==> src/design/sleep_pcu_pkg.sv <==
// constants and types shared by the sleep power sequencer
// assumes a 50 MHz power-unit clock and 8-bit control register numbers
package sleep_pcu_pkg;

    // processor control register numbers (index, not byte address)
    localparam logic [7:0] REG_WAKE_COUNTDOWN_LOAD   = 8'h08;
    localparam logic [7:0] REG_SLEEP_REQUEST_CONTROL = 8'h09;
    localparam int         ADDR_W                    = 8;
    localparam int         DATA_W                    = 32;

    // field positions and reset values
    localparam int          SLEEP_BIT_POS  = 0;
    localparam logic [31:0] COUNT_RESET    = 32'h0000_0000;
    localparam logic        SLEEP_BIT_RST  = 1'b0;
    localparam logic        GATE_DRIVE_LVL = 1'b0;

    // timing: wake pin minimum hold, rounded up to whole clock cycles
    localparam int WAKE_MIN_PS   = 100000;
    localparam int CLK_PERIOD_PS = 20000;
    localparam int WAKE_MIN_CYC_I =
        (WAKE_MIN_PS + CLK_PERIOD_PS - 1) / CLK_PERIOD_PS;
    localparam int WAKE_MIN_CYC  = (WAKE_MIN_CYC_I < 1) ? 1 : WAKE_MIN_CYC_I;
    localparam int WAKE_CNT_W    = 4;
    localparam logic [WAKE_CNT_W-1:0] WAKE_MIN_CNT =
        WAKE_CNT_W'(WAKE_MIN_CYC);

    // sequencer states, one-hot
    typedef enum logic [2:0]
    {
        ST_ACTIVE   = 3'b001,
        ST_SLEEP    = 3'b010,
        ST_ENERGISE = 3'b100
    } pcu_state_e;

endpackage

==> src/design/sleep_power_sequencer.sv <==
// power control unit: takes the core in and out of supply-gated sleep
// assumes the register write port comes from the local core on i_clk_sys,
// wake pin, oscillator and unit reset pin are asynchronous to it
`timescale 1ns/100ps

module sleep_power_sequencer
    import sleep_pcu_pkg::*;
#(
    parameter int CNT_W = 32
)
(
    // clock and reset
    input  wire logic              i_clk_sys,
    input  wire logic              i_nrst,
    // processor control register port
    input  wire logic              i_ps_wr,
    input  wire logic              i_ps_rd,
    input  wire logic              i_ps_local,
    input  wire logic [ADDR_W-1:0] i_ps_addr,
    input  wire logic [DATA_W-1:0] i_ps_wdata,
    output logic      [DATA_W-1:0] o_ps_rdata,
    // pins
    input  wire logic              i_wake_pin,
    input  wire logic              i_osc_clk,
    input  wire logic              i_power_unit_reset_n,
    // supply gate (open drain), core reset, decrement enable and state
    output logic                   o_vdd_gate_out,
    output logic                   o_vdd_gate_oe,
    output logic                   o_core_hold_reset_n,
    output logic                   o_dec_enable,
    output logic      [2:0]        o_state
);

    ////////////////////////////////////////////////////////////////////////
    // elaboration checks

    if (CNT_W < 1 || CNT_W > DATA_W)
    begin : g_bad_width
        $error("CNT_W must lie between 1 and the data width");
    end

    // the wake filter saturates at its minimum count, so that count
    // must be reachable in the filter counter or no pin wake is seen
    if (WAKE_MIN_CYC >= (1 << WAKE_CNT_W))
    begin : g_bad_filter
        $error("wake filter count does not fit its counter");
    end

    ////////////////////////////////////////////////////////////////////////
    // state of the whole unit
    //
    // everything the unit remembers lives in one record:
    // - synchroniser pairs for the sleep request, wake pin, unit reset
    //   and the oscillator, plus one extra oscillator flop for its edge
    // - the wake filter counter and the pending-wake latch
    // - the two software registers and the registered read data
    // - the registered copies of every output pin
    // keeping it in one place makes the reset value a single constant

    typedef struct packed
    {
        pcu_state_e            state;
        logic                  req_s1;
        logic                  req_s2;
        logic                  wake_s1;
        logic                  wake_s2;
        logic                  rst_s1;
        logic                  rst_s2;
        logic                  osc_s1;
        logic                  osc_s2;
        logic                  osc_s3;
        logic [WAKE_CNT_W-1:0] wake_cnt;
        logic                  wake_pend;
        logic                  sleep_bit;
        logic [CNT_W-1:0]      count;
        logic [DATA_W-1:0]     rdata;
        logic                  gate_out;
        logic                  gate_oe;
        logic                  core_rst_n;
        logic                  dec_en;
    } pcu_s;

    localparam pcu_s PCU_RESET = '{
        state:      ST_ACTIVE,
        req_s1:     1'b0,
        req_s2:     1'b0,
        wake_s1:    1'b0,
        wake_s2:    1'b0,
        rst_s1:     1'b1,
        rst_s2:     1'b1,
        osc_s1:     1'b0,
        osc_s2:     1'b0,
        osc_s3:     1'b0,
        wake_cnt:   '0,
        wake_pend:  1'b0,
        sleep_bit:  SLEEP_BIT_RST,
        count:      COUNT_RESET[CNT_W-1:0],
        rdata:      '0,
        gate_out:   GATE_DRIVE_LVL,
        gate_oe:    1'b0,
        core_rst_n: 1'b1,
        dec_en:     1'b0
    };

    pcu_s pcu_reg;
    pcu_s pcu_next;

    logic wr_ok;
    logic osc_tick;
    logic wake_ok;
    logic count_zero;
    logic unit_rst;

    ////////////////////////////////////////////////////////////////////////
    // next-state logic
    //
    // one pass computes the whole next record; helper flags below are
    // plain decodes of the current record and the write port, and never hold state
    // hazard: the wake pin, oscillator and unit reset pin are all
    // asynchronous, so nothing here reads them before their second flop

    always_comb
    begin
        pcu_next = pcu_reg;

        // synchronisers: first flop feeds only the second, except req_s1, which the wake latch clear also reads
        pcu_next.req_s1  = pcu_reg.sleep_bit;
        pcu_next.req_s2  = pcu_reg.req_s1;
        pcu_next.wake_s1 = i_wake_pin;
        pcu_next.wake_s2 = pcu_reg.wake_s1;
        pcu_next.rst_s1  = i_power_unit_reset_n;
        pcu_next.rst_s2  = pcu_reg.rst_s1;
        pcu_next.osc_s1  = i_osc_clk;
        pcu_next.osc_s2  = pcu_reg.osc_s1;
        pcu_next.osc_s3  = pcu_reg.osc_s2;

        unit_rst   = !pcu_reg.rst_s2;
        osc_tick   = pcu_reg.osc_s2 && !pcu_reg.osc_s3;
        count_zero = (pcu_reg.count == '0);

        // wake pin must stay high for the minimum hold before it counts
        // the counter saturates, so a long pin keeps wake_ok asserted;
        // a short glitch restarts it from zero and is ignored
        if (!pcu_reg.wake_s2)
            pcu_next.wake_cnt = '0;
        else if (pcu_reg.wake_cnt != WAKE_MIN_CNT)
            pcu_next.wake_cnt = pcu_reg.wake_cnt + 1'b1;
        wake_ok = (pcu_reg.wake_cnt == WAKE_MIN_CNT);

        // a wake seen while sleep is pending is held, so it is not lost
        // in the cycles the request spends crossing into the state
        // set wins over clear; the latch only drops once the unit is
        // energising or back to active with no request in flight
        if (wake_ok && (pcu_reg.sleep_bit || pcu_reg.req_s2
                        || pcu_reg.state == ST_SLEEP))
            pcu_next.wake_pend = 1'b1;
        else if (pcu_reg.state == ST_ENERGISE
                 || (pcu_reg.state == ST_ACTIVE && !pcu_reg.sleep_bit
                     && !pcu_reg.req_s1 && !pcu_reg.req_s2))
            pcu_next.wake_pend = 1'b0;

        // register writes: local core only, and only while it runs
        // writes from a core held in reset are dropped on purpose,
        // and the sleep bit is cleared there so a restart never
        // walks straight back into sleep
        wr_ok = i_ps_wr && i_ps_local && pcu_reg.core_rst_n;
        if (wr_ok && i_ps_addr == REG_SLEEP_REQUEST_CONTROL)
            pcu_next.sleep_bit = i_ps_wdata[SLEEP_BIT_POS];
        if (!pcu_reg.core_rst_n)
            pcu_next.sleep_bit = SLEEP_BIT_RST;

        // wake-up counter: load beats decrement, stops at zero
        // the count steps on synchronised oscillator rising edges only;
        // limitation: the oscillator must run below half the unit clock
        if (wr_ok && i_ps_addr == REG_WAKE_COUNTDOWN_LOAD)
            pcu_next.count = i_ps_wdata[CNT_W-1:0];
        else if (pcu_reg.dec_en && osc_tick && !count_zero)
            pcu_next.count = pcu_reg.count - 1'b1;

        // read port, registered
        // read data holds between reads, unmapped numbers read zero
        if (i_ps_rd && i_ps_addr == REG_WAKE_COUNTDOWN_LOAD)
            pcu_next.rdata = DATA_W'(pcu_reg.count);
        else if (i_ps_rd && i_ps_addr == REG_SLEEP_REQUEST_CONTROL)
            pcu_next.rdata = DATA_W'(pcu_reg.sleep_bit);
        else if (i_ps_rd)
            pcu_next.rdata = '0;

        // sequencer; unit reset forces active from any state
        // a counter already at zero wakes the unit on its first cycle
        // asleep; energise is left only through the unit reset pin,
        // so the core always restarts from power-on reset
        case (pcu_reg.state)
            ST_ACTIVE:
            begin
                if (!unit_rst && pcu_reg.req_s2)
                    pcu_next.state = ST_SLEEP;
            end
            ST_SLEEP:
            begin
                if (unit_rst)
                    pcu_next.state = ST_ACTIVE;
                else if (wake_ok || pcu_reg.wake_pend || count_zero)
                    pcu_next.state = ST_ENERGISE;
            end
            ST_ENERGISE:
            begin
                // only a power-on reset releases the core again
                if (unit_rst)
                    pcu_next.state = ST_ACTIVE;
            end
            default:
                pcu_next.state = ST_ACTIVE;
        endcase

        // outputs decoded from next state, so every pin is a flop
        // and changes on the same edge as the state itself; the gate
        // level is always low, only its enable decides the pin
        pcu_next.gate_out = GATE_DRIVE_LVL;
        case (pcu_next.state)
            ST_SLEEP:
            begin
                pcu_next.gate_oe    = 1'b1;
                pcu_next.dec_en     = 1'b1;
                pcu_next.core_rst_n = 1'b0;
            end
            ST_ENERGISE:
            begin
                pcu_next.gate_oe    = 1'b0;
                pcu_next.dec_en     = 1'b0;
                pcu_next.core_rst_n = 1'b0;
            end
            default:
            begin
                pcu_next.gate_oe    = 1'b0;
                pcu_next.dec_en     = 1'b0;
                pcu_next.core_rst_n = 1'b1;
            end
        endcase
    end

    ////////////////////////////////////////////////////////////////////////
    // state register
    // asynchronous reset loads only the constant reset record

    always_ff @(posedge i_clk_sys or negedge i_nrst)
    begin
        if (!i_nrst)
            pcu_reg <= PCU_RESET;
        else
            pcu_reg <= pcu_next;
    end

    ////////////////////////////////////////////////////////////////////////
    // outputs
    // each pin is a straight copy of a registered field, no logic

    assign o_ps_rdata          = pcu_reg.rdata;
    assign o_vdd_gate_out      = pcu_reg.gate_out;
    assign o_vdd_gate_oe       = pcu_reg.gate_oe;
    assign o_core_hold_reset_n = pcu_reg.core_rst_n;
    assign o_dec_enable        = pcu_reg.dec_en;
    assign o_state             = pcu_reg.state;

endmodule

==> config.mk <==
export PLATFORM = sky130hd
export DESIGN_NAME = sleep_power_sequencer
export DESIGN_NICKNAME = d
export VERILOG_FILES = /design/src/design/sleep_pcu_pkg.sv /design/src/design/sleep_power_sequencer.sv
export SDC_FILE = /design/constraint.sdc
export NUM_CORES = 1
export LEC_CHECK = 0
export BUFFER_PORTS_ARGS = -buffer_cell sky130_fd_sc_hd__buf_4
export CAP_MARGIN = 5
export CORE_MARGIN = 1
export CORE_UTILIZATION = 47
export DETAILED_ROUTE_END_ITERATION = 10
export PLACE_DENSITY_LB_ADDON = 0.15
export RECOVER_POWER = 25
export SYNTH_ARGS = -nofsm -noshare
export SYNTH_HDL_FRONTEND = slang
export SYNTH_SLANG_ARGS = --single-unit
==> constraint.sdc <==
create_clock -name i_clk_sys -period 4.8 [get_ports i_clk_sys]
set_input_delay 1.2 -clock i_clk_sys [delete_from_list [all_inputs] [get_ports i_clk_sys]]
set_output_delay 1.2 -clock i_clk_sys [all_outputs]
set_load 0.1 [all_outputs]
==> results of run 1 <==
==> cell usage in the layout (no fill, tap or decap), types with 7 or more instances in the layout <==
cell,n
a31oi_1,21
or4_1,13
nand2_1,61
nand3_1,13
nor3_1,7
inv_1,36
nand2b_1,8
or3_1,13
o21ai_0,52
dfrtp_1,80
nor2_1,30
clkbuf_8,9
buf_4,82
==> power by group through the flow <==
stage	sequential [mW]	clock (mW)	combinational, mW
global route	0.752	0.553	0.111
floorplan	0.756	0	0.0499
global placement	0.760	0	0.100
finish	0.748	0.509	0.0994
CTS	0.747	0.524	0.102
detailed placement	0.761	0	0.102
==> kinds of logic (layout without fill, tap and decap cells) <==
kind of cell    Yosys count  after routing  synth area share
simple gates            188            188            0.2350
fa+ha+maj                 3              3          0.008444
flops                    84             84            0.4740
compound gates          108            108            0.1534
xor+xnor                  5              5          0.009850
other cells               1              1         0.0008435
mux                       2              2          0.004785
buf+inv                  93            139            0.1137
==> path summary, 6_finish.rpt <==
kind	start	end	cells past startpoint
max	pcu_reg[62]	pcu_reg[37]	5
min	pcu_next[75]	pcu_next[74]	0
max reg2reg	pcu_reg[62]	pcu_reg[37]	5
min reg2reg	pcu_next[75]	pcu_next[74]	0
max in group asynchronous	i_nrst	pcu_reg[46]	1
min in group asynchronous	i_nrst	o_ps_rdata[29]	1
==> worst register-to-register path: cells and delay by family, from the launching register on <==
kind / cells / cell delay, ns
and+or+nand+nor: 3 / 1.89
DFF: 1 / 0.44
AOI/OAI and AO/OA: 2 / 0.45
==> final cells by class <==
class,instances,area [µm²],area share
well taps,111,138.9,0.02743
clock buffers,10,127.6,0.02521
repair buffers,87,650.6,0.1285
inverters,36,135.1,0.02669
clock inverters,6,65.06,0.01285
multi-input cells,307,1838,0.3631
flip-flops and latches,84,2107,0.4162
==> layer usage <==
metal  vias up  global-route usage  share of wire
met3         6             0.04849          0.044
met4         0             0.04412         0.0073
li1       1735                   -              -
met2        91              0.3429           0.47
met5         -                   0              0
met1      1764              0.3008           0.48
==> metrics, run 1 <==
Initial Util=0.4834; Max FO, Critical Path=25; hold buffers post-CTS=0; initial antenna violation count=0; Clk pwr share=0.375; Util after Layout=0.5505; Nets=576; Die W=99.26 µm; synth cell count leaders=80 x dfrtp_1, 61 x nand2_1, 52 x o21ai_0; antenna diode count=0; VDD IR max=0.1790 mV; DRC violations left=0; root buf cell=clkbuf_8; Finished Layout Cells=641; Clock Sink Count=84; dpl ws=1.650 ns; Mean Syn Cell Area=9.185 µm²; final slew viol count=85; final hold violation count=0; layout cell share with drive strength beyond 1=0.2302; Final Total Pwr=1.356 mW; Die ar.=0.009852 mm²; leakage=2.062 nW; total number of vias=3596; global-route wire length before repair=16980 µm; status=complete, but fails checks; die height=99.26 µm; placed cell area=0.004872 mm²; DRT antenna net count=0; # port buffers=85; top cell type's share of synthesized area=0.4503; post-DR vias/cell=5.610; crit path buf inv count=0; clock latency on the worst-skew pair=0.36 ns; skew final=0.02148 ns; Yosys top cell by area=dfrtp_1; Total GRT Usage=0.2145; FF+latch count, synth=84; maxcap violations=1; most common cell in the netlist=dfrtp_1; fin crit share=0.5997; share of power burned in registers=0.551; RSZ-0062 raised after global routing=false; PD cells=267.9 mW/mm²; total CTS buffers=9; Mapped Area=0.004446 mm²; clk slew on worst S/H paths=0.09 ns; combinational share of power=0.073; final setup vio count=0; post-synthesis sequential area ratio=0.4740; CP Capture Type=flop; required time of the critical path=5.04 ns; Largest register FFs=41; largest net degree at the start of global routing=85; FILL cells=854; Row Count=35; main area contributors after synthesis=dfrtp_1 45%, buf_4 6.2%, o21ai_0 5.9%, nand2_1 5.2%, inv_1 3.0%; CP Class=flop to flop; Post-synth top flop=dfrtp_1; min cycle time layout=2.879 ns; syn_nets=535; final instance area=0.005062 mm²; CP Cell Sequence=nor3_1 > nand4_2 > nor4_4 > o21ai_0 > a22o_1; crit path DAT=3.12 ns; Pint=1.012 mW; placed insts=625; I/O pin count=87; sw power=0.3444 mW; hold slack=0.3628 ns; Worst path slowest cell=nor4_4; Worst Setup Start Kind=flop; Switching Share=0.2539; Syn Inst Count=484; f_max=347.4 MHz; worst-margin pin slew=2.084 ns; WL per Instance=15.37 µm; Iter 0 DRT Violations=144; CTS max path bufs=2; Hold Path Class=flop to flop; violated checks=max-capacitance violations, max-slew violations; Total Wirelength=9855 µm; Synth Warn #=0; Max stage delay on crit path=1.01 ns; Post-CTS Setup Inserts=0; Sum Neg Setup Slack=0 ns; area grow syn2layout=13.88%; grt total ovfl=0; TritonCTS clock tree=yes; ys async rst share=1.000; Top delay family on crit path=simple AND/OR/NAND/NOR gates; gpl congestion=0.7829; Core ar.=0.009196 mm²; CTS resizes=0; Final Worst Setup Slack=1.921 ns; Max-slew headroom=-0.3896; iteration count of the initial detailed-routing pass=4; EDFF count, synth=0; FF-to-FF setup slack=1.92 ns; count of cell types in the netlist=64; hpwl dp=6516 µm; H-tree levels=3; vias in the first global route=3521
Power figures use the tool's default switching activity.
==> inputs of run 2 (changes only) <==
==> constraint.sdc (replaced) <==
create_clock -name i_clk_sys -period 2.4 [get_ports i_clk_sys]
set_input_delay 0.6 -clock i_clk_sys [delete_from_list [all_inputs] [get_ports i_clk_sys]]
set_output_delay 0.6 -clock i_clk_sys [all_outputs]
set_load 0.1 [all_outputs]
==> metrics, run 2 (synthesis results as in run 1) <==
largest net degree at the start of global routing=46; placed insts=651; Initial Util=0.4834; Critical Path Stages=7; hold buffers post-CTS=0; Worst Setup Start Kind=flop; Final Worst Setup Slack=0.08472 ns; die height=99.26 µm; dpl ws=0.1187 ns; hold slack=0.3430 ns; final slew viol count=0; Die ar.=0.009852 mm²; crit path DAT=2.61 ns; global-route wire length before repair=17310 µm; hpwl dp=7139 µm; PD cells=506.9 mW/mm²; layout cell share with drive strength beyond 1=0.2816; worst-margin pin slew=0.9956 ns; skew final=0.01336 ns; f_max=431.9 MHz; H-tree levels=3; CP dominant cell by count=buf_4; Iter 0 DRT Violations=136; Max FO, Critical Path=7; Total GRT Usage=0.2211; worst hold path depth=1; DRT antenna net count=0; clock latency on the worst-skew pair=0.36 ns; iteration count of the initial detailed-routing pass=5; Worst path slowest cell=or4_4; Die W=99.26 µm; CP Capture Type=flop; Finished Layout Cells=672; clk slew on worst S/H paths=0.09 ns; vias in the first global route=3626; commonest cells after routing, fill and taps aside=111 x buf_4, 78 x dfrtp_1, 60 x nand2_1; initial antenna violation count=0; gpl congestion=0.8416; CP Cell Sequence=or4_4 > nor3_4 > buf_4 > nand4_1 > buf_4 > or4_1 > nand3_1; Total Wirelength=9931 µm; Hold Path Class=primary input to flop; status=complete, no violations; DRC violations left=0; Nets=607; root buf cell=clkbuf_8; crit path buf inv count=2; Util after Layout=0.5826; TritonCTS clock tree=yes; placed cell area=0.005106 mm²; Row Count=35; CP Class=flop to flop; Final Total Pwr=2.716 mW; final setup vio count=0; total CTS buffers=9; maxcap violations=0; final hold violation count=0; total number of vias=3675; Sum Neg Setup Slack=0 ns; final instance area=0.005358 mm²; commonest non-fill, non-tap cell in the layout=buf_4; number of cells on the worst reg-to-reg path=7; Max-slew headroom=0.3363; required time of the critical path=2.69 ns; Largest register FFs=41; Clock Sink Count=84; grt total ovfl=0; fin crit share=0.9647; area grow syn2layout=20.52%; leakage=2.242 nW; Max stage delay on crit path=0.58 ns; Top delay family on crit path=simple AND/OR/NAND/NOR gates; min cycle time layout=2.315 ns; antenna diode count=0; CTS max path bufs=2; # port buffers=85; post-DR vias/cell=5.469; Core ar.=0.009196 mm²; I/O pin count=87; VDD IR max=0.2526 mV; WL per Instance=14.78 µm
## run 2: changes by cell type in the layout (fill, tap and decap cells not counted), moves of 2 or more
cell     before  now
dfrtp_1      80   78
dfrtp_2       0    2
buf_12        0    3
buf_4        82  111
## run 2: per-layer routing
layer  track usage  vias up  part of all wire
met5             0        -                 0
met2        0.3579       85              0.47
met1        0.3036     1763              0.48
li1              -     1817                 -
met4       0.07014        0             0.011
met3       0.03865       10             0.042
## run 2: final cells by class
type / instances / area (µm²)
Clock buffer: 9 / 123.9
Clock inverter: 7 / 73.82
Fill cell: 836 / 3839
Inverter: 36 / 135.1
Multi-Input combinational cell: 307 / 1856
Sequential cell: 84 / 2110
Tap cell: 111 / 138.9
Timing Repair Buffer: 118 / 920.9
## run 2: final timing paths
check	startpoint	to	slack (ns)
max in group asynchronous	i_nrst	pcu_reg[55]	1.24
setup reg to reg	pcu_reg[51]	pcu_reg[62]	0.08
hold reg to reg	pcu_next[77]	pcu_reg[77]	0.36
setup / recovery	pcu_reg[51]	pcu_reg[62]	0.08
hold / removal	i_power_unit_reset_n	pcu_next[77]	0.34
min in group asynchronous	i_nrst	o_ps_rdata[29]	0.38
## run 2: power breakdown
part           total (mW)  switching (mW)  leakage, nW  internal (mW)
clock                1.01           0.528        0.100          0.486
combinational       0.209           0.113         1.14         0.0959
sequential           1.49          0.0413         1.00           1.45
total                2.72           0.682         2.24           2.03
## run 2: what timing repair did
action,4_1_cts,5_1_grt
endpoints found under the setup margin,0,7
buffers inserted,0,5
resized for setup,0,4
